<file path="src/dmmc_pkg.sv">
// shared constants and types for the delta measurement mode control
package dmmc_pkg;

  // ************************************************************
  // modes and formats
  // ************************************************************
  typedef enum logic [1:0] {DMMC_NONE, DMMC_VOLT, DMMC_TIME, DMMC_RECIP} dmmc_mode_e;
  typedef enum logic [2:0] {
    DMMC_FMT_OFF, DMMC_FMT_VOLT, DMMC_FMT_VPCT, DMMC_FMT_TIME,
    DMMC_FMT_TRATIO, DMMC_FMT_FREQ, DMMC_FMT_PHASE
  } dmmc_fmt_e;
  typedef enum logic [1:0] {DMMC_DISP_A, DMMC_DISP_INTEN, DMMC_DISP_ALT, DMMC_DISP_BONLY} dmmc_disp_e;
  typedef enum logic [1:0] {DMMC_BT_IDLE, DMMC_BT_GATHER, DMMC_BT_RELEASE} dmmc_btn_e;

  // ************************************************************
  // register map
  // ************************************************************
  localparam int DMMC_AW = 12;
  localparam logic [11:0] DMMC_ADDR_CTRL = 12'h000;
  localparam logic [11:0] DMMC_ADDR_STAT = 12'h004;
  localparam logic [11:0] DMMC_ADDR_POS = 12'h008;
  localparam logic [11:0] DMMC_ADDR_VERN = 12'h00c;
  localparam int DMMC_CTRL_AFTER_LSB = 0;
  localparam int DMMC_CTRL_SIZE_LSB = 8;
  localparam logic [7:0] DMMC_CTRL_AFTER_RST = 8'h10;
  localparam logic [3:0] DMMC_CTRL_SIZE_RST = 4'h8;
  localparam int DMMC_POS_LSB = 16;
  localparam int DMMC_VERN_LSB = 16;

  // ************************************************************
  // widths, scales, timing
  // ************************************************************
  localparam int DMMC_POS_W = 10;
  localparam int DMMC_VAR_W = 8;
  localparam int DMMC_KNOBS = 4;
  localparam int DMMC_K_REF = 0;
  localparam int DMMC_K_DELTA = 1;
  localparam int DMMC_K_VERN = 2;
  localparam int DMMC_K_HPOS = 3;
  localparam int DMMC_CH_ADD = 2;
  localparam logic [3:0] DMMC_FINE_STEP = 4'h1;
  localparam logic [8:0] DMMC_PCT_FULL = 9'h064;
  localparam logic [8:0] DMMC_DEG_FULL = 9'h168;
  localparam logic [2:0] DMMC_FULL_DIV = 3'h5;
  localparam logic [3:0] DMMC_EXP_KHZ = 4'h3;
  localparam logic [3:0] DMMC_EXP_MHZ = 4'h6;
  localparam logic [3:0] DMMC_EXP_GHZ = 4'h9;
  localparam int DMMC_CLK_NS = 40;
  localparam int DMMC_COIN_NS = 20000000;
  localparam int DMMC_COIN_CYC = DMMC_COIN_NS / DMMC_CLK_NS;

endpackage

</file>
<file path="src/dmmc_knob_res.sv">
// fine/coarse resolution stepping for one positioning control
`timescale 1ns/1ns
module dmmc_knob_res (
  input wire logic ref_clk,
  input wire logic reset,
  input wire logic up,
  input wire logic dn,
  input wire logic [7:0] coarse_after,
  input wire logic [3:0] coarse_size,
  output logic step_up,
  output logic step_dn,
  output logic [3:0] step_amt
);
  import dmmc_pkg::*;

  typedef struct packed {
    logic last_dn;
    logic [7:0] travel;
    logic up;
    logic dn;
    logic [3:0] amt;
  } dmmc_kst_s;

  dmmc_kst_s s_ff;
  dmmc_kst_s nxt_s;

  always_comb begin
    nxt_s = s_ff;
    nxt_s.up = 1'b0;
    nxt_s.dn = 1'b0;
    if (up ^ dn) begin
      nxt_s.up = up;
      nxt_s.dn = dn;
      nxt_s.last_dn = dn;
      if (dn != s_ff.last_dn) begin
        nxt_s.travel = 8'h00;
        nxt_s.amt = DMMC_FINE_STEP;
      end else begin
        if (s_ff.travel != 8'hff) begin
          nxt_s.travel = s_ff.travel + 8'h01;
        end
        nxt_s.amt = (s_ff.travel >= coarse_after) ? coarse_size : DMMC_FINE_STEP;
      end
    end
  end

  always_ff @(posedge ref_clk) begin
    if (reset) begin
      s_ff <= '{last_dn: 1'b0, travel: 8'h00, up: 1'b0, dn: 1'b0, amt: DMMC_FINE_STEP};
    end else begin
      s_ff <= nxt_s;
    end
  end

  assign step_up = s_ff.up;
  assign step_dn = s_ff.dn;
  assign step_amt = s_ff.amt;
endmodule

</file>
<file path="src/dmmc_top.sv">
// delta measurement mode selector with cursor, vernier and magnifier locked_difference_mode
`timescale 1ns/1ns
module dmmc_top #(
  parameter int COIN_CYC = dmmc_pkg::DMMC_COIN_CYC,
  parameter int POS_W = dmmc_pkg::DMMC_POS_W,
  parameter int VAR_W = dmmc_pkg::DMMC_VAR_W
) (
  input wire logic ref_clk,
  input wire logic reset,
  input wire logic psel,
  input wire logic penable,
  input wire logic pwrite,
  input wire logic [dmmc_pkg::DMMC_AW-1:0] paddr,
  input wire logic [31:0] pwdata,
  output logic [31:0] prdata,
  output logic pready,
  output logic pslverr,
  input wire logic btn_volt,
  input wire logic btn_time,
  input wire logic btn_mag,
  input wire logic b_knob_out,
  input wire logic [4:0] a_speed,
  input wire logic [4:0] b_speed,
  input wire logic locked_difference_mode_sel,
  input wire logic [4:0] trace_sel,
  input wire logic [4:0] chan_uncal,
  input wire logic [3:0] vdiv_ch1,
  input wire logic [3:0] vdiv_ch2,
  input wire logic vernier_detent,
  input wire logic [3:0] delay_time_exp,
  input wire logic [dmmc_pkg::DMMC_KNOBS-1:0] knob_up,
  input wire logic [dmmc_pkg::DMMC_KNOBS-1:0] knob_dn,
  output dmmc_pkg::dmmc_mode_e delta_mode,
  output logic err_no_volt_delay,
  output logic cursor_horiz,
  output logic cursor_vert,
  output logic dual_delay,
  output dmmc_pkg::dmmc_fmt_e readout_fmt,
  output logic [8:0] readout_full,
  output logic [1:0] freq_range,
  output logic [2:0] scale_chan,
  output dmmc_pkg::dmmc_disp_e disp_mode,
  output logic mag_a,
  output logic mag_b,
  output logic vern_to_b,
  output logic [POS_W-1:0] ref_pos,
  output logic [POS_W-1:0] delta_pos,
  output logic [POS_W-1:0] hpos,
  output logic [VAR_W-1:0] vern_a,
  output logic [VAR_W-1:0] vern_b
);
  import dmmc_pkg::*;

  localparam int CW = $clog2(COIN_CYC + 1);
  localparam logic [CW-1:0] COIN_LAST = CW'(COIN_CYC - 1);
  localparam logic [POS_W-1:0] POS_MAX = {POS_W{1'b1}};
  localparam logic [POS_W-1:0] POS_MID = {1'b1, {(POS_W-1){1'b0}}};
  localparam logic [VAR_W-1:0] VAR_MAX = {VAR_W{1'b1}};

  typedef struct packed {
    logic [31:0] prdata;
    logic pready;
    logic pslverr;
    logic [7:0] coarse_after;
    logic [3:0] coarse_size;
    dmmc_btn_e btn_st;
    logic [CW-1:0] coin_cnt;
    logic seen_v;
    logic seen_t;
    logic b_out_q;
    logic locked_q;
    logic mag_q;
    logic mag_on;
    dmmc_mode_e mode;
    logic err;
    logic cur_h;
    logic cur_v;
    logic dual;
    dmmc_fmt_e fmt;
    logic [8:0] full;
    logic [1:0] frange;
    logic [2:0] sch;
    dmmc_disp_e disp;
    logic mag_a;
    logic mag_b;
    logic vern_b_sel;
    logic [POS_W-1:0] ref_p;
    logic [POS_W-1:0] del_p;
    logic [POS_W-1:0] hpos;
    logic [VAR_W-1:0] va;
    logic [VAR_W-1:0] vb;
  } dmmc_st_s;

  dmmc_st_s s_ff;
  dmmc_st_s nxt_s;

  logic [DMMC_KNOBS-1:0] k_up;
  logic [DMMC_KNOBS-1:0] k_dn;
  logic [3:0] k_amt [DMMC_KNOBS];

  // ************************************************************
  // resolution stepping, one per positioning control
  // ************************************************************
  genvar gk;
  generate
    for (gk = 0; gk < DMMC_KNOBS; gk++) begin : g_knob
      dmmc_knob_res u_res (
        .ref_clk(ref_clk),
        .reset(reset),
        .up(knob_up[gk]),
        .dn(knob_dn[gk]),
        .coarse_after(s_ff.coarse_after),
        .coarse_size(s_ff.coarse_size),
        .step_up(k_up[gk]),
        .step_dn(k_dn[gk]),
        .step_amt(k_amt[gk])
      );
    end
  endgenerate

  // saturating move of a position by one step
  function automatic logic [POS_W-1:0] pos_move(input logic [POS_W-1:0] p, input logic up,
                                                input logic dn, input logic [3:0] amt);
    logic [POS_W:0] sum;
    sum = {1'b0, p};
    if (up) begin
      sum = sum + (POS_W+1)'(amt);
      if (sum > {1'b0, POS_MAX}) begin
        sum = {1'b0, POS_MAX};
      end
    end else if (dn) begin
      sum = (sum < (POS_W+1)'(amt)) ? '0 : sum - (POS_W+1)'(amt);
    end
    return sum[POS_W-1:0];
  endfunction

  // true when a full step fits before the end of travel
  function automatic logic pos_fits(input logic [POS_W-1:0] p, input logic up,
                                    input logic [3:0] amt);
    logic [POS_W:0] room;
    room = up ? ({1'b0, POS_MAX} - {1'b0, p}) : {1'b0, p};
    return room >= (POS_W+1)'(amt);
  endfunction

  function automatic logic [VAR_W-1:0] var_move(input logic [VAR_W-1:0] v, input logic up,
                                                input logic dn, input logic [3:0] amt);
    logic [VAR_W:0] sum;
    sum = {1'b0, v};
    if (up) begin
      sum = sum + (VAR_W+1)'(amt);
      if (sum > {1'b0, VAR_MAX}) begin
        sum = {1'b0, VAR_MAX};
      end
    end else if (dn) begin
      sum = (sum < (VAR_W+1)'(amt)) ? '0 : sum - (VAR_W+1)'(amt);
    end
    return sum[VAR_W-1:0];
  endfunction

  // ************************************************************
  // next state
  // ************************************************************
  always_comb begin
    logic locked;
    logic faster;
    logic single;
    logic ev_v;
    logic ev_t;
    logic ev_b;
    logic pct;
    logic [2:0] first;
    logic acc;
    logic map_ok;
    nxt_s = s_ff;
    locked = (a_speed == b_speed) && !b_knob_out;
    faster = b_speed > a_speed;
    single = (trace_sel != 5'h00) && ((trace_sel & (trace_sel - 5'h01)) == 5'h00);
    ev_v = 1'b0;
    ev_t = 1'b0;
    ev_b = 1'b0;
    pct = 1'b0;
    first = 3'h0;
    acc = psel && penable && s_ff.pready;
    map_ok = 1'b0;

    // apb slave: answer in the first access cycle
    nxt_s.pready = psel && !penable;
    if (psel && !penable) begin
      map_ok = (paddr == DMMC_ADDR_CTRL) || (paddr == DMMC_ADDR_STAT) ||
               (paddr == DMMC_ADDR_POS) || (paddr == DMMC_ADDR_VERN);
      nxt_s.pslverr = !map_ok;
      nxt_s.prdata = 32'h0000_0000;
      case (paddr)
        DMMC_ADDR_CTRL: begin
          nxt_s.prdata[DMMC_CTRL_AFTER_LSB +: 8] = s_ff.coarse_after;
          nxt_s.prdata[DMMC_CTRL_SIZE_LSB +: 4] = s_ff.coarse_size;
        end
        DMMC_ADDR_STAT: begin
          nxt_s.prdata[14:0] = {s_ff.sch, s_ff.mag_b, s_ff.mag_a, s_ff.disp,
                                s_ff.frange, s_ff.fmt, s_ff.err, s_ff.mode};
        end
        DMMC_ADDR_POS: begin
          nxt_s.prdata[POS_W-1:0] = s_ff.ref_p;
          nxt_s.prdata[DMMC_POS_LSB +: POS_W] = s_ff.del_p;
        end
        DMMC_ADDR_VERN: begin
          nxt_s.prdata[VAR_W-1:0] = s_ff.va;
          nxt_s.prdata[DMMC_VERN_LSB +: VAR_W] = s_ff.vb;
        end
        default: begin
          nxt_s.prdata = 32'h0000_0000;
        end
      endcase
    end
    if (acc && pwrite && paddr == DMMC_ADDR_CTRL) begin
      nxt_s.coarse_after = pwdata[DMMC_CTRL_AFTER_LSB +: 8];
      nxt_s.coarse_size = pwdata[DMMC_CTRL_SIZE_LSB +: 4];
    end

    // button coincidence decode; waits for release so a held pair fires once
    case (s_ff.btn_st)
      DMMC_BT_IDLE: begin
        if (btn_volt || btn_time) begin
          nxt_s.btn_st = DMMC_BT_GATHER;
          nxt_s.coin_cnt = '0;
          nxt_s.seen_v = btn_volt;
          nxt_s.seen_t = btn_time;
        end
      end
      DMMC_BT_GATHER: begin
        nxt_s.seen_v = s_ff.seen_v || btn_volt;
        nxt_s.seen_t = s_ff.seen_t || btn_time;
        nxt_s.coin_cnt = s_ff.coin_cnt + 1'b1;
        if ((nxt_s.seen_v && nxt_s.seen_t) || s_ff.coin_cnt >= COIN_LAST) begin
          ev_b = nxt_s.seen_v && nxt_s.seen_t;
          ev_v = nxt_s.seen_v && !nxt_s.seen_t;
          ev_t = nxt_s.seen_t && !nxt_s.seen_v;
          nxt_s.btn_st = DMMC_BT_RELEASE;
        end
      end
      DMMC_BT_RELEASE: begin
        if (!btn_volt && !btn_time) begin
          nxt_s.btn_st = DMMC_BT_IDLE;
        end
      end
      default: begin
        nxt_s.btn_st = DMMC_BT_IDLE;
      end
    endcase

    // delta function selection
    nxt_s.b_out_q = b_knob_out;
    nxt_s.locked_q = locked;
    if (ev_v || ev_t || ev_b || (b_knob_out != s_ff.b_out_q) || (locked && !s_ff.locked_q)) begin
      nxt_s.err = 1'b0;
    end
    if (ev_v) begin
      if (s_ff.mode == DMMC_VOLT) begin
        nxt_s.mode = DMMC_NONE;
      end else if (locked) begin
        nxt_s.mode = DMMC_VOLT;
      end else if (!s_ff.err) begin
        nxt_s.err = 1'b1;
      end
    end
    if (ev_t) begin
      nxt_s.mode = (s_ff.mode == DMMC_TIME) ? DMMC_NONE : DMMC_TIME;
    end
    if (ev_b) begin
      nxt_s.mode = (s_ff.mode == DMMC_RECIP) ? DMMC_NONE : DMMC_RECIP;
    end
    if (b_knob_out && !s_ff.b_out_q && s_ff.mode == DMMC_VOLT && !ev_t && !ev_b) begin
      nxt_s.mode = DMMC_NONE;
    end

    // horizontal display mode
    if (locked) begin
      nxt_s.disp = DMMC_DISP_A;
    end else if (b_knob_out) begin
      nxt_s.disp = faster ? DMMC_DISP_ALT : DMMC_DISP_INTEN;
    end else begin
      nxt_s.disp = DMMC_DISP_BONLY;
    end

    // cursors and readout
    nxt_s.cur_h = (nxt_s.mode == DMMC_VOLT) && locked;
    nxt_s.cur_v = (nxt_s.mode == DMMC_TIME || nxt_s.mode == DMMC_RECIP) && locked;
    nxt_s.dual = (nxt_s.mode == DMMC_TIME || nxt_s.mode == DMMC_RECIP) && !locked;
    for (int i = 4; i >= 0; i--) begin
      if (trace_sel[i]) begin
        first = 3'(i);
      end
    end
    nxt_s.sch = first;
    pct = chan_uncal[first] ||
          (trace_sel == (5'h01 << DMMC_CH_ADD) &&
           (vdiv_ch1 != vdiv_ch2 || chan_uncal[0] || chan_uncal[1]));
    nxt_s.full = 9'h000;
    case (nxt_s.mode)
      DMMC_VOLT: begin
        nxt_s.fmt = pct ? DMMC_FMT_VPCT : DMMC_FMT_VOLT;
        nxt_s.full = pct ? DMMC_PCT_FULL : 9'h000;
      end
      DMMC_TIME: begin
        if (single && locked && !vernier_detent) begin
          nxt_s.fmt = DMMC_FMT_TRATIO;
          nxt_s.full = DMMC_PCT_FULL;
        end else begin
          nxt_s.fmt = DMMC_FMT_TIME;
        end
      end
      DMMC_RECIP: begin
        if (single && locked && !vernier_detent) begin
          nxt_s.fmt = DMMC_FMT_PHASE;
          nxt_s.full = DMMC_DEG_FULL;
        end else begin
          nxt_s.fmt = DMMC_FMT_FREQ;
        end
      end
      default: begin
        nxt_s.fmt = DMMC_FMT_OFF;
      end
    endcase
    if (delay_time_exp >= DMMC_EXP_GHZ) begin
      nxt_s.frange = 2'h3;
    end else if (delay_time_exp >= DMMC_EXP_MHZ) begin
      nxt_s.frange = 2'h2;
    end else if (delay_time_exp >= DMMC_EXP_KHZ) begin
      nxt_s.frange = 2'h1;
    end else begin
      nxt_s.frange = 2'h0;
    end

    // magnifier
    nxt_s.mag_q = btn_mag;
    if (btn_mag && !s_ff.mag_q) begin
      nxt_s.mag_on = !s_ff.mag_on;
    end
    nxt_s.mag_b = nxt_s.mag_on;
    nxt_s.mag_a = nxt_s.mag_on && nxt_s.disp != DMMC_DISP_ALT;

    // positioning controls
    if (locked_difference_mode_sel && (k_up[DMMC_K_REF] || k_dn[DMMC_K_REF])) begin
      if (pos_fits(s_ff.ref_p, k_up[DMMC_K_REF], k_amt[DMMC_K_REF]) &&
          pos_fits(s_ff.del_p, k_up[DMMC_K_REF], k_amt[DMMC_K_REF])) begin
        nxt_s.ref_p = pos_move(s_ff.ref_p, k_up[DMMC_K_REF], k_dn[DMMC_K_REF],
                               k_amt[DMMC_K_REF]);
        nxt_s.del_p = pos_move(s_ff.del_p, k_up[DMMC_K_REF], k_dn[DMMC_K_REF],
                               k_amt[DMMC_K_REF]);
      end
    end else begin
      nxt_s.ref_p = pos_move(s_ff.ref_p, k_up[DMMC_K_REF], k_dn[DMMC_K_REF],
                             k_amt[DMMC_K_REF]);
    end
    if (k_up[DMMC_K_DELTA] || k_dn[DMMC_K_DELTA]) begin
      nxt_s.del_p = pos_move(s_ff.del_p, k_up[DMMC_K_DELTA], k_dn[DMMC_K_DELTA],
                             k_amt[DMMC_K_DELTA]);
    end
    nxt_s.hpos = pos_move(s_ff.hpos, k_up[DMMC_K_HPOS], k_dn[DMMC_K_HPOS], k_amt[DMMC_K_HPOS]);
    // delay positions stay put while the vernier turns
    nxt_s.vern_b_sel = !locked;
    if (locked) begin
      nxt_s.va = var_move(s_ff.va, k_up[DMMC_K_VERN], k_dn[DMMC_K_VERN], k_amt[DMMC_K_VERN]);
    end else begin
      nxt_s.vb = var_move(s_ff.vb, k_up[DMMC_K_VERN], k_dn[DMMC_K_VERN], k_amt[DMMC_K_VERN]);
    end
  end

  // ************************************************************
  // state register
  // ************************************************************
  always_ff @(posedge ref_clk) begin
    if (reset) begin
      s_ff <= '0;
      s_ff.coarse_after <= DMMC_CTRL_AFTER_RST;
      s_ff.coarse_size <= DMMC_CTRL_SIZE_RST;
      s_ff.btn_st <= DMMC_BT_IDLE;
      s_ff.mode <= DMMC_NONE;
      s_ff.fmt <= DMMC_FMT_OFF;
      s_ff.disp <= DMMC_DISP_A;
      s_ff.locked_q <= 1'b1;
      s_ff.ref_p <= POS_MID;
      s_ff.del_p <= POS_MID;
      s_ff.hpos <= POS_MID;
      s_ff.va <= VAR_MAX;
      s_ff.vb <= VAR_MAX;
    end else begin
      s_ff <= nxt_s;
    end
  end

  assign prdata = s_ff.prdata;
  assign pready = s_ff.pready;
  assign pslverr = s_ff.pslverr;
  assign delta_mode = s_ff.mode;
  assign err_no_volt_delay = s_ff.err;
  assign cursor_horiz = s_ff.cur_h;
  assign cursor_vert = s_ff.cur_v;
  assign dual_delay = s_ff.dual;
  assign readout_fmt = s_ff.fmt;
  assign readout_full = s_ff.full;
  assign freq_range = s_ff.frange;
  assign scale_chan = s_ff.sch;
  assign disp_mode = s_ff.disp;
  assign mag_a = s_ff.mag_a;
  assign mag_b = s_ff.mag_b;
  assign vern_to_b = s_ff.vern_b_sel;
  assign ref_pos = s_ff.ref_p;
  assign delta_pos = s_ff.del_p;
  assign hpos = s_ff.hpos;
  assign vern_a = s_ff.va;
  assign vern_b = s_ff.vb;
endmodule

</file>
<file path="config.mk">
export PLATFORM = sky130hd
export DESIGN_NAME = dmmc_top
export DESIGN_NICKNAME = d
export VERILOG_FILES = /design/src/dmmc_pkg.sv /design/src/dmmc_knob_res.sv /design/src/dmmc_top.sv
export SDC_FILE = /design/constraint.sdc
export NUM_CORES = 1
export LEC_CHECK = 0
export ABC_AREA = 1
export BUFFER_PORTS_ARGS = -buffer_cell sky130_fd_sc_hd__buf_4
export CORE_MARGIN = 2
export CORE_UTILIZATION = 59
export DETAILED_ROUTE_END_ITERATION = 12
export PLACE_DENSITY = 0.93
export SYNTH_ARGS = -nofsm -noshare
export SYNTH_HDL_FRONTEND = slang
export SYNTH_SLANG_ARGS = --single-unit
</file>
<file path="constraint.sdc">
create_clock -name ref_clk -period 3.9 [get_ports ref_clk]
set_clock_uncertainty 0.15 [all_clocks]
set_input_delay 0.39 -clock ref_clk [delete_from_list [all_inputs] [get_ports ref_clk]]
set_output_delay 0.39 -clock ref_clk [all_outputs]
set_load 0.005 [all_outputs]
</file>
==> Flow_metrics.wiki, run 1 <==
{| class="wikitable"
! Metric !! Value
|-
| Post-detailed-routing wire length || 38.6 mm
|-
| Pre-CTS setup slack || 0.982 ns
|-
| Standard-cell rows || 55
|-
| Layout overhead on the synthesized area || 10.4%
|-
| Most frequent standard cell in the layout excluding fill and tap cells || sky130_fd_sc_hd__nand2_1
|-
| DIE HEIGHT || 156 um
|-
| Critical Path End Type || flip-flop
|-
| Outcome || finished clean
|-
| Global route overflow || 0
|-
| Antenna violations before repair || 0
|-
| Number of standard cells after synthesis || 1979
|-
| Async set or reset register ratio after synthesis || 0
|-
| Number of warning messages in the yosys log || 0
|-
| Die width || 156 um
|-
| Per-cell via count in the routed design || 5.82
|-
| CTS clock-pin slew for the worst setup and hold paths || 0.07 ns
|-
| Average routed wire per standard cell || 16.5 um
|-
| Slowest-stage cell, CP || sky130_fd_sc_hd__dfxtp_1
|-
| Detailed-route DRC error count || 0
|-
| Core Region || 22600 sq um
|-
| Crit path largest cell delay || 0.68 ns
|-
| Non-filler cells, final || 2343
|-
| Final Slew Violations || 0
|-
| Wire length of the first global-routing pass || 61.7 mm
|-
| Slew at the pin with the worst max-slew slack || 0.723 ns
|-
| Setup TNS || 0 ns
|-
| Multi-input combinational cell area || 7760 sq um
|-
| Critical path data arrival time || 3.30 ns
|-
| Number of synthesized flops with an enable pin || 0
|-
| Layout Nets || 2252
|-
| Storage cell area || 3860 sq um
|-
| Final worst setup slack || 0.821 ns
|-
| Count of buffering cells on the critical path with inverters included || 1
|-
| Final Core Density || 0.664
|-
| Post-synthesis instance area || 13600 sq um
|-
| Post-synthesis cell type count || 54
|-
| Met1 GRT Util || 0.382
|-
| Number of buffers created by CTS || 17
|-
| Path depth of the worst reg2reg path || 13
|-
| Critical Path Stages || 13
|-
| Starting DRT DRC Count || 1112
|-
| Count of cells resized by post-cts repair || 0
|-
| Maximum number of pins on one net before global-route repair || 53
|-
| Number of detailed-routing iterations run before antenna repair || 6
|-
| Unrepaired setup endpoints after global routing || false
|-
| Largest vdd supply drop || 0.000295 V
|-
| H-tree levels || 4
|-
| Inst Count DP || 2309
|-
| Maximum net fanout on the critical path || 11
|-
| Placer Congestion || 0.939
|-
| Setup violation total in the final timing report || 0
|-
| Power density over the cells || 348 nW/um^2
|-
| Count of endpoints failing hold in the final timing report || 0
|-
| Cell seen most often among critical-path stages || sky130_fd_sc_hd__nand2_1
|-
| Cell area after placement || 14400 sq um
|-
| GRT Resource Usage Total || 0.315
|-
| Detailed-route via count || 13626
|-
| CP top delay family || simple AND/OR/NAND/NOR gates
|-
| Number of antenna diodes || 0
|-
| Total non-filler cell area in the finished layout || 15000 sq um
|-
| Share of layout cells above drive strength 1 || 0.131
|-
| Clock Latency Late Sink || 0.45 ns
|-
| Total chip power || 5.23 mW
|-
| Worst Path Class, Setup || flip-flop to flip-flop
|-
| Normalized max-slew margin || 0.517
|-
| Class of the tightest hold or removal check || input port to flip-flop
|-
| Ordered cell list for the critical path || inv_1 -> fa_1 -> nor2_1 -> o21ai_0 -> nand2_1 -> nand2_1 -> nor2_1 -> nand2_1 -> a21oi_1 -> o21ai_0 -> nand2_1 -> nand2_1 -> a21oi_1
|-
| CTS tree || built
|-
| Data required time of the worst path || 4.12 ns
|-
| DIE AREA || 24300 sq um
|-
| Max-cap violations || 0
|-
| GRT Max-Usage Layer || met2
|-
| Number of storage elements in the synthesis netlist || 193
|-
| Half-perimeter wire length after placement || 29.1 mm
|-
| GR Util met3 || 0.0650
|-
| Worst hold path cell count || 2
|-
| Number of port buffers || 171
|-
| Root buffer selected by CTS || sky130_fd_sc_hd__clkbuf_16
|-
| P_leak || 6.97 nW
|-
| Initial cell density of the core || 0.601
|-
| Top_reg_cell synth || sky130_fd_sc_hd__dfxtp_1
|-
| Highest-count cells in the layout ignoring fill and taps || sky130_fd_sc_hd__nand2_1, sky130_fd_sc_hd__inv_1, sky130_fd_sc_hd__dfxtp_1
|-
| Kind of start point of the critical path || flip-flop
|-
| Hold WS || 0.0126 ns
|-
| Synthesized area divided by synthesized cell count || 6.88 sq um
|-
| Remaining antenna violation count after routing || 0
|-
| Bufs on Longest Clock Path || 2
|-
| Number of clock sinks seen by CTS || 193
|-
| Ports placed on the boundary || 203
|-
| # fillers || 1893
|-
| Sequential fraction of the synthesis area || 0.284
|-
| Final worst path period share || 0.789
|-
| Peak clock frequency supported by timing || 325 MHz
|-
| Number of global-route vias before repair || 12820
|-
| Met2 layer usage reported by global route || 0.538
|-
| Min Tclk post-route || 3.08 ns
|-
| Internal reg-to-reg setup slack || 0.82 ns
|}
final cells by class:
type	count	share of cell area
clock inverters	13	0.00924
well taps	285	0.0237
repair buffers	183	0.0919
clock buffers	18	0.0292
inverters	289	0.0722
multi-input cells	1362	0.517
flip-flops and latches	193	0.257
metal layers:
metal / part of all wire / up-vias
met1: 0.39 / 6283
met2: 0.47 / 686
li1: - / 6548
met4: 0.037 / 0
met5: 0 / -
met3: 0.099 / 109
registers in the layout (all words and copies together), names as in the netlist, 2 cells and up:
register,flops
s_ff,38
g_knob.u_res.s_ff,36
prdata,25
g_knob.u_res.step_amt,16
delta_pos,10
hpos,10
ref_pos,10
vern_a,8
vern_b,8
g_knob.u_res.step_dn,4
g_knob.u_res.step_up,4
readout_fmt,3
readout_full,3
scale_chan,3
delta_mode,2
disp_mode,2
freq_range,2
cell usage after synthesis, types with 3 or more instances:
master,number,share of area
sky130_fd_sc_hd__a211oi_1,14,0.0077
sky130_fd_sc_hd__a21boi_0,3,0.0017
sky130_fd_sc_hd__a21oi_1,174,0.064
sky130_fd_sc_hd__a21oi_2,4,0.0026
sky130_fd_sc_hd__a221oi_1,3,0.0019
sky130_fd_sc_hd__a31oi_1,25,0.011
sky130_fd_sc_hd__buf_1,8,0.0022
sky130_fd_sc_hd__buf_2,8,0.0029
sky130_fd_sc_hd__buf_4,100,0.055
sky130_fd_sc_hd__clkbuf_1,28,0.0077
sky130_fd_sc_hd__clkinv_1,5,0.0014
sky130_fd_sc_hd__dfxtp_1,193,0.28
sky130_fd_sc_hd__fa_1,12,0.018
sky130_fd_sc_hd__ha_1,99,0.091
sky130_fd_sc_hd__inv_1,269,0.074
sky130_fd_sc_hd__inv_2,15,0.0041
sky130_fd_sc_hd__nand2_1,386,0.11
sky130_fd_sc_hd__nand2_2,9,0.0041
sky130_fd_sc_hd__nand3_1,74,0.027
sky130_fd_sc_hd__nand4_1,22,0.010
sky130_fd_sc_hd__nor2_1,168,0.046
sky130_fd_sc_hd__nor2_2,11,0.0051
sky130_fd_sc_hd__nor2_4,4,0.0033
sky130_fd_sc_hd__nor3_1,35,0.013
sky130_fd_sc_hd__nor3_2,3,0.0022
sky130_fd_sc_hd__nor3b_1,3,0.0017
sky130_fd_sc_hd__nor4_1,8,0.0037
sky130_fd_sc_hd__o2111ai_1,6,0.0039
sky130_fd_sc_hd__o211ai_1,29,0.016
sky130_fd_sc_hd__o21a_1,5,0.0028
sky130_fd_sc_hd__o21ai_0,123,0.045
sky130_fd_sc_hd__o21ai_1,10,0.0037
sky130_fd_sc_hd__o221ai_1,15,0.0097
sky130_fd_sc_hd__o22ai_1,15,0.0069
sky130_fd_sc_hd__o31ai_1,4,0.0022
sky130_fd_sc_hd__or2_1,3,0.0014
sky130_fd_sc_hd__or2_2,5,0.0023
sky130_fd_sc_hd__xnor2_1,5,0.0032
sky130_fd_sc_hd__xor2_1,56,0.036
timing repair:
| action | in CTS | in global routing |
|---|---|---|
| buffers inserted | 0 | 0 |
| hold endpoints to repair | 4 | 0 |
| hold buffers | 3 | 0 |
kinds of logic (layout without fill, tap and decap cells):
| logic type | Yosys count | in the layout | synth area share |
|---|---|---|---|
| buffers and inverters | 434 | 503 | 0.149 |
| DFF | 193 | 193 | 0.284 |
| xor gates and xnor gates | 61 | 61 | 0.0392 |
| and+or+nand+nor | 742 | 742 | 0.235 |
| adders and majority gates | 111 | 111 | 0.109 |
| AOI/OAI and AO/OA | 437 | 437 | 0.184 |
| other | 1 | 11 | 0.000275 |
final timing paths:
check	startpoint	endpoint
hold reg to reg	s_ff[97]	s_ff[97]
setup reg to reg	delta_pos[1]	delta_pos[3]
setup / recovery	delta_pos[1]	delta_pos[3]
hold / removal	knob_up[1]	g_knob[1].u_res.step_dn
where the power goes:
part | total, mW | internal, mW | switching (mW) | leakage (nW)
Combinational | 1.26 | 0.499 | 0.761 | 5.13
Sequential | 2.20 | 2.06 | 0.149 | 1.57
Clock | 1.77 | 0.917 | 0.850 | 0.276
Note: power is estimated with default switching activity, not from simulation.
==> run 2: changes to the inputs <==
--- a/config.mk
+++ b/config.mk
@@ -8,9 +8,9 @@
 export ABC_AREA = 1
 export BUFFER_PORTS_ARGS = -buffer_cell sky130_fd_sc_hd__buf_4
 export CORE_MARGIN = 2
-export CORE_UTILIZATION = 59
+export CORE_UTILIZATION = 53
 export DETAILED_ROUTE_END_ITERATION = 12
-export PLACE_DENSITY = 0.93
+export PLACE_DENSITY = 0.89
 export SYNTH_ARGS = -nofsm -noshare
 export SYNTH_HDL_FRONTEND = slang
 export SYNTH_SLANG_ARGS = --single-unit
==> constraint.sdc (replaced) <==
create_clock -name ref_clk -period 2.6 [get_ports ref_clk]
set_clock_uncertainty 0.15 [all_clocks]
set_input_delay 0.26 -clock ref_clk [delete_from_list [all_inputs] [get_ports ref_clk]]
set_output_delay 0.26 -clock ref_clk [all_outputs]
set_load 0.005 [all_outputs]
==> Flow_metrics.wiki, run 2 (synthesized netlist as in run 1, its figures left out) <==
{| class="wikitable"
! Metric !! Value
|-
| GR Util met3 || 0.0422 (was 0.0650)
|-
| Outcome || finished clean (unchanged)
|-
| Worst Path Class, Setup || flip-flop to flip-flop (unchanged)
|-
| Layout Nets || 2358 (was 2252)
|-
| Layout overhead on the synthesized area || 18.7% (was 10.4%)
|-
| Die width || 164 um (was 156 um)
|-
| Hold WS || 0.00673 ns (was 0.0126 ns)
|-
| Average routed wire per standard cell || 16.4 um (was 16.5 um)
|-
| Number of clock sinks seen by CTS || 193 (unchanged)
|-
| Setup TNS || 0 ns (unchanged)
|-
| Antenna violations before repair || 0 (unchanged)
|-
| Met2 layer usage reported by global route || 0.488 (was 0.538)
|-
| Inst Count DP || 2425 (was 2309)
|-
| Class of the tightest hold or removal check || input port to flip-flop (unchanged)
|-
| Final Slew Violations || 0 (unchanged)
|-
| Count of endpoints failing hold in the final timing report || 0 (unchanged)
|-
| Number of detailed-routing iterations run before antenna repair || 6 (unchanged)
|-
| CTS tree || built (unchanged)
|-
| Core Region || 25200 sq um (was 22600 sq um)
|-
| Non-filler cells, final || 2495 (was 2343)
|-
| Placer Congestion || 0.960 (was 0.939)
|-
| H-tree levels || 4 (unchanged)
|-
| Post-detailed-routing wire length || 40.8 mm (was 38.6 mm)
|-
| Global route overflow || 0 (unchanged)
|-
| Per-cell via count in the routed design || 5.65 (was 5.82)
|-
| Half-perimeter wire length after placement || 30.6 mm (was 29.1 mm)
|-
| CTS clock-pin slew for the worst setup and hold paths || 0.08 ns (was 0.07 ns)
|-
| Number of antenna diodes || 0 (unchanged)
|-
| DIE AREA || 27000 sq um (was 24300 sq um)
|-
| Largest vdd supply drop || 0.000371 V (was 0.000295 V)
|-
| Maximum number of pins on one net before global-route repair || 47 (was 53)
|-
| Kind of start point of the critical path || flip-flop (unchanged)
|-
| Most flops, register || s_ff (unchanged)
|-
| Share of layout cells above drive strength 1 || 0.183 (was 0.131)
|-
| Wire length of the first global-routing pass || 63.6 mm (was 61.7 mm)
|-
| Ports placed on the boundary || 203 (unchanged)
|-
| Starting DRT DRC Count || 1296 (was 1112)
|-
| Number of global-route vias before repair || 13068 (was 12820)
|-
| Initial cell density of the core || 0.541 (was 0.601)
|-
| Met1 GRT Util || 0.379 (was 0.382)
|-
| Detailed-route DRC error count || 0 (unchanged)
|-
| Bufs on Longest Clock Path || 2 (unchanged)
|-
| Data required time of the worst path || 2.77 ns (was 4.12 ns)
|-
| Maximum net fanout on the critical path || 5 (was 11)
|-
| Startpoint of the worst hold path || btn_time (was knob_up[1])
|-
| Detailed-route via count || 14106 (was 13626)
|-
| Number of port buffers || 171 (unchanged)
|-
| Normalized max-slew margin || 0.553 (was 0.517)
|-
| Number of flip-flops under the largest register name || 38 (unchanged)
|-
| Critical Path End Type || flip-flop (unchanged)
|-
| Final worst path period share || 0.967 (was 0.789)
|-
| Power density over the cells || 514 nW/um^2 (was 348 nW/um^2)
|-
| Worst flop-to-flop path startpoint || delta_pos[0] (was delta_pos[1])
|-
| Clock Latency Late Sink || 0.46 ns (was 0.45 ns)
|-
| Internal reg-to-reg setup slack || 0.08 ns (was 0.82 ns)
|-
| Critical path data arrival time || 2.68 ns (was 3.30 ns)
|-
| Most frequent standard cell in the layout excluding fill and tap cells || sky130_fd_sc_hd__nand2_1 (unchanged)
|-
| Startpoint of the most critical setup path || delta_pos[0] (was delta_pos[1])
|-
| Slew at the pin with the worst max-slew slack || 0.670 ns (was 0.723 ns)
|-
| DIE HEIGHT || 164 um (was 156 um)
|-
| GRT Max-Usage Layer || met2 (unchanged)
|-
| Peak clock frequency supported by timing || 398 MHz (was 325 MHz)
|-
| Remaining antenna violation count after routing || 0 (unchanged)
|-
| P_leak || 7.53 nW (was 6.97 nW)
|-
| Root buffer selected by CTS || sky130_fd_sc_hd__clkbuf_16 (unchanged)
|-
| Number of buffers created by CTS || 17 (unchanged)
|-
| Setup violation total in the final timing report || 0 (unchanged)
|-
| GRT Resource Usage Total || 0.294 (was 0.315)
|-
| Highest-count cells in the layout ignoring fill and taps || sky130_fd_sc_hd__nand2_1, sky130_fd_sc_hd__inv_1, sky130_fd_sc_hd__buf_4 (was sky130_fd_sc_hd__nand2_1, sky130_fd_sc_hd__inv_1, sky130_fd_sc_hd__dfxtp_1)
|-
| Max-cap violations || 0 (unchanged)
|-
| Min Tclk post-route || 2.52 ns (was 3.08 ns)
|-
| Standard-cell rows || 58 (was 55)
|}
[run 2: cell count changes in the layout (fill, tap and decap cells not counted), sizes merged]
cell,change
dlygate4sd3,+28
clkbuf,-1
buf,+78
clkinvlp,-1
clkinv,+3
[run 2: report_power, final]
group          leakage, nW  switching (mW)  total [mW]  internal [mW]
clock network        0.293            1.40        2.79           1.39
registers             1.57           0.186        3.27           3.08
logic                 5.67            1.28        2.24          0.959
total                 7.53            2.87        8.30           5.44
[run 2: area by class of cell]
type | count | area, sq um
fill | 2088 | 9020
clock inverter | 15 | 189
tap | 330 | 413
sequential | 193 | 3880
clock buffer | 17 | 425
inverter | 289 | 1080
timing repair buffer | 289 | 2250
multi-input combinational | 1362 | 7910
[run 2: worst paths after layout]
path | end | cells past startpoint
min | s_ff[78] | 3
max | delta_pos[4] | 16
max reg2reg | delta_pos[4] | 16
min reg2reg | s_ff[97] | 1
[run 2: timing repair]
item	CTS	global route
gates resized for setup	5	64
pin swaps	0	12
buffers inserted	0	7
endpoints found under the hold margin	27	0
hold buffers	31	0
setup endpoints to repair	9	38
[run 2: per-layer routing]
metal | part of all wire | wire [um] | up-vias
met5 | 0 | 0 | -
met4 | 0.040 | 1620 | 0
met3 | 0.088 | 3610 | 112
met2 | 0.46 | 19000 | 695
met1 | 0.41 | 16600 | 6527
li1 | - | - | 6772
[run 2: through the flow]
stage / total power, mW / setup slack (ns) / cell area (sq um) / utilization
3_5_place_dp: 5.39 / -0.0689 / 15000 / 0.596
3_3_place_gp: 5.34 / 0.0130 / 15000 / 0.596
5_1_grt: 8.65 / -0.0208 / 16200 / 0.642
6_report: 8.30 / 0.0850 / 16200 / 0.642
2_1_floorplan: 4.69 / 0.0874 / 13700 / -
4_1_cts: 8.16 / 0.0141 / 15900 / 0.633
[run 2: worst max-delay path, stage by stage (launching register included)]
cell	delay, ns
sky130_fd_sc_hd__dfxtp_4	0.37
sky130_fd_sc_hd__inv_2	0.08
sky130_fd_sc_hd__ha_1	0.14
sky130_fd_sc_hd__inv_1	0.07
sky130_fd_sc_hd__fa_2	0.37
sky130_fd_sc_hd__nand2_2	0.10
sky130_fd_sc_hd__nand2_1	0.07
sky130_fd_sc_hd__a21oi_2	0.17
sky130_fd_sc_hd__nand2_1	0.10
sky130_fd_sc_hd__nor2_2	0.15
sky130_fd_sc_hd__nand2_2	0.09
sky130_fd_sc_hd__nand2_4	0.10
sky130_fd_sc_hd__nor2_1	0.06
sky130_fd_sc_hd__o21ai_1	0.16
sky130_fd_sc_hd__nand2_1	0.08
sky130_fd_sc_hd__nand2_1	0.07
sky130_fd_sc_hd__a21oi_1	0.06
==> run 3: changes to the inputs <==
--- a/config.mk
+++ b/config.mk
@@ -7,10 +7,12 @@
 export LEC_CHECK = 0
 export ABC_AREA = 1
 export BUFFER_PORTS_ARGS = -buffer_cell sky130_fd_sc_hd__buf_4
+export CELL_PAD_IN_SITES_DETAIL_PLACEMENT = 0
+export CELL_PAD_IN_SITES_GLOBAL_PLACEMENT = 2
 export CORE_MARGIN = 2
-export CORE_UTILIZATION = 53
+export CORE_UTILIZATION = 29
 export DETAILED_ROUTE_END_ITERATION = 12
-export PLACE_DENSITY = 0.89
+export PLACE_DENSITY = 0.88
 export SYNTH_ARGS = -nofsm -noshare
 export SYNTH_HDL_FRONTEND = slang
 export SYNTH_SLANG_ARGS = --single-unit
==> Flow_metrics.wiki, run 3 (synthesized netlist as in run 1, its figures left out) <==
{| class="wikitable"
! Metric !! Value
|-
| GRT Max-Usage Layer || met2 (unchanged)
|-
| Combinational share of power || 0.279 (was 0.270)
|-
| Data required time of the worst path || 2.81 ns (was 2.77 ns)
|-
| Kind of start point of the critical path || flip-flop (unchanged)
|-
| Count of endpoints failing hold in the final timing report || 0 (unchanged)
|-
| Met2 layer usage reported by global route || 0.290 (was 0.488)
|-
| Unrepaired setup endpoints after global routing || true
|-
| Average routed wire per standard cell || 15.7 um (was 16.4 um)
|-
| Half-perimeter wire length after placement || 34.4 mm (was 30.6 mm)
|-
| GRT Resource Usage Total || 0.184 (was 0.294)
|-
| P_leak || 7.70 nW (was 7.53 nW)
|-
| Standard-cell rows || 79 (was 58)
|-
| Global route overflow || 0 (unchanged)
|-
| DIE AREA || 48700 sq um (was 27000 sq um)
|-
| Most flops, register || s_ff (unchanged)
|-
| Critical Path End Type || flip-flop (unchanged)
|-
| Worst Path Class, Setup || flip-flop to flip-flop (unchanged)
|-
| CP top delay family || simple AND/OR/NAND/NOR gates (unchanged)
|-
| Int Power || 5.50 mW (was 5.44 mW)
|-
| Layout Nets || 2394 (was 2358)
|-
| Max-cap violations || 0 (unchanged)
|-
| GR Util met3 || 0.0344 (was 0.0422)
|-
| Setup violation total in the final timing report || 0 (unchanged)
|-
| Share of layout cells above drive strength 1 || 0.194 (was 0.183)
|-
| Crit Reg-Reg Endpoint || delta_pos[5] (was delta_pos[4])
|-
| Worst flop-to-flop path startpoint || delta_pos[0] (unchanged)
|-
| Normalized max-slew margin || 0.550 (was 0.553)
|-
| Initial cell density of the core || 0.293 (was 0.541)
|-
| Number of antenna diodes || 0 (unchanged)
|-
| Highest-count cells in the layout ignoring fill and taps || sky130_fd_sc_hd__nand2_1, sky130_fd_sc_hd__buf_4, sky130_fd_sc_hd__inv_1 (was sky130_fd_sc_hd__nand2_1, sky130_fd_sc_hd__inv_1, sky130_fd_sc_hd__buf_4)
|-
| Final worst setup slack || 0.125 ns (was 0.0850 ns)
|-
| Maximum net fanout on the critical path || 5 (unchanged)
|-
| Maximum number of pins on one net before global-route repair || 52 (was 47)
|-
| Crit path largest cell delay || 0.37 ns (about the same)
|-
| Clock Latency Late Sink || 0.50 ns (was 0.46 ns)
|-
| DIE HEIGHT || 221 um (was 164 um)
|-
| Fraction of power consumed by the clock network || 0.336 (about the same)
|-
| Detailed-route DRC error count || 0 (unchanged)
|-
| Most frequent standard cell in the layout excluding fill and tap cells || sky130_fd_sc_hd__nand2_1 (unchanged)
|-
| Sequential Power Share || 0.385 (was 0.394)
|-
| H-tree levels || 4 (unchanged)
|-
| Switching component of the power || 2.93 mW (was 2.87 mW)
|-
| # fillers || 5013 (was 2088)
|-
| Number of flip-flops under the largest register name || 38 (unchanged)
|-
| Number of port buffers || 171 (unchanged)
|-
| Bufs on Longest Clock Path || 2 (unchanged)
|-
| Core Region || 46500 sq um (was 25200 sq um)
|-
| Number of detailed-routing iterations run before antenna repair || 8 (was 6)
|-
| Share of total power consumed by net switching || 0.348 (was 0.345)
|-
| Largest vdd supply drop || 0.000361 V (was 0.000371 V)
|-
| CTS clock-pin slew for the worst setup and hold paths || 0.08 ns (about the same)
|-
| Antenna violations before repair || 1 (was 0)
|-
| Worst hold path cell count || 3 (unchanged)
|-
| Class of the tightest hold or removal check || input port to flip-flop (unchanged)
|-
| Internal reg-to-reg setup slack || 0.12 ns (was 0.08 ns)
|-
| Inst Count DP || 2732 (was 2425)
|-
| Post-detailed-routing wire length || 44.1 mm (was 40.8 mm)
|-
| Path depth of the worst reg2reg path || 16 (unchanged)
|-
| Met1 GRT Util || 0.249 (was 0.379)
|-
| Startpoint of the worst hold path || reset (was btn_time)
|-
| Remaining antenna violation count after routing || 0 (unchanged)
|-
| Number of clock sinks seen by CTS || 193 (unchanged)
|-
| Final Core Density || 0.362 (was 0.642)
|-
| Number of buffers created by CTS || 17 (unchanged)
|-
| Die width || 221 um (was 164 um)
|-
| Pre-CTS setup slack || -0.0235 ns (was -0.0689 ns)
|-
| Root buffer selected by CTS || sky130_fd_sc_hd__clkbuf_16 (unchanged)
|-
| Detailed-route via count || 13389 (was 14106)
|-
| Layout overhead on the synthesized area || 23.4% (was 18.7%)
|-
| Placer Congestion || 0.883 (was 0.960)
|-
| Count of buffering cells on the critical path with inverters included || 4 (was 2)
|-
| Non-filler cells, final || 2808 (was 2495)
|-
| Power density over the cells || 502 nW/um^2 (was 514 nW/um^2)
|-
| Final worst path period share || 0.952 (was 0.967)
|-
| Outcome || finished clean (unchanged)
|-
| Wire length of the first global-routing pass || 68.7 mm (was 63.6 mm)
|-
| Hold endpoint || g_knob[3].u_res.step_amt[0] (was s_ff[78])
|-
| Final Slew Violations || 0 (unchanged)
|-
| Slew at the pin with the worst max-slew slack || 0.676 ns (was 0.670 ns)
|-
| Slowest-stage cell, CP || sky130_fd_sc_hd__dfxtp_4 (unchanged)
|-
| Critical path data arrival time || 2.69 ns (was 2.68 ns)
|-
| Per-cell via count in the routed design || 4.77 (was 5.65)
|-
| CTS tree || built (unchanged)
|-
| Min Tclk post-route || 2.48 ns (was 2.52 ns)
|-
| Number of global-route vias before repair || 12730 (was 13068)
|-
| Starting DRT DRC Count || 831 (was 1296)
|-
| Ordered cell list for the critical path || inv_1 -> buf_4 -> ha_1 -> inv_1 -> fa_2 -> nand3_2 -> nand3_2 -> nor2_2 -> nand2_2 -> nand2_2 -> buf_4 -> o211ai_1 -> nand2_1 -> nand2_1 -> a21oi_2 -> nor2_1 (was inv_2 -> ha_1 -> inv_1 -> fa_2 -> nand2_2 -> nand2_1 -> a21oi_2 -> nand2_1 -> nor2_2 -> nand2_2 -> nand2_4 -> nor2_1 -> o21ai_1 -> nand2_1 -> nand2_1 -> a21oi_1)
|-
| Peak clock frequency supported by timing || 404 MHz (was 398 MHz)
|-
| Ports placed on the boundary || 203 (unchanged)
|}
-- run 3: how the worst max path moves through the flow --
stage	start	endpoint	slack, ns	cells after the start
after floorplan	g_knob[0].u_res.step_up	delta_pos[7]	0.09	16
after global placement	delta_pos[0]	delta_pos[9]	-0.009	16
after detailed placement	delta_pos[0]	delta_pos[3]	-0.02	16
after CTS	g_knob[0].u_res.step_up	delta_pos[1]	0.02	13
after global routing	delta_pos[0]	delta_pos[4]	-0.03	16
final	delta_pos[0]	delta_pos[5]	0.12	16
-- run 3: power by group through the flow --
stage	logic (mW)	registers [mW]	clock network, mW
final	2.35	3.25	2.83
after global routing	2.64	3.27	3.05
after floorplan	1.43	3.26	0
after CTS	2.26	3.24	2.94
after detailed placement	2.20	3.31	0
after global placement	2.18	3.31	0
-- run 3: layout make-up --
class                      instances  area, sq um  area share
clock buffer                      17          425      0.0253
sequential                       193         3880       0.231
inverter                         289         1080      0.0646
timing repair buffer             325         2540       0.151
multi-input combinational       1362         7930       0.472
clock inverter                    15          185      0.0110
tap                              607          759      0.0452
-- run 3: metal layers --
layer  wire length [um]  share of wire  vias up
li1                   -              -     6846
met1              20900           0.47     6164
met2              19700           0.45      325
met3               2430          0.055       52
met4               1110          0.025        2
met5                  7        0.00016        -
-- run 3: through the flow --
step	total power [mW]	hold slack [ns]	TNS [ns]	cell area, sq um
floorplan	4.69	0.189	0	13700
global placement	5.49	0.295	-0.00865	15600
CTS	8.44	0.00354	0	16600
detailed placement	5.51	0.304	-0.0698	15600
finish	8.43	0.0368	0	16800
global route	8.96	0.0474	-0.147	16800
-- run 3: worst register-to-register path: cells and delay by family, from the launching register on --
kind,cells,cell delay [ns]
flops,1,0.37
compound gates,2,0.24
simple gates,8,0.72
buf+inv,4,0.38
fa+ha+maj,2,0.49
-- run 3: repair_timing --
item,CTS,global route
endpoints found under the setup margin,8,44
gates resized for setup,6,62
buffers inserted,0,7
hold endpoints to repair,37,0
hold buffers,37,0
pin swaps,0,13
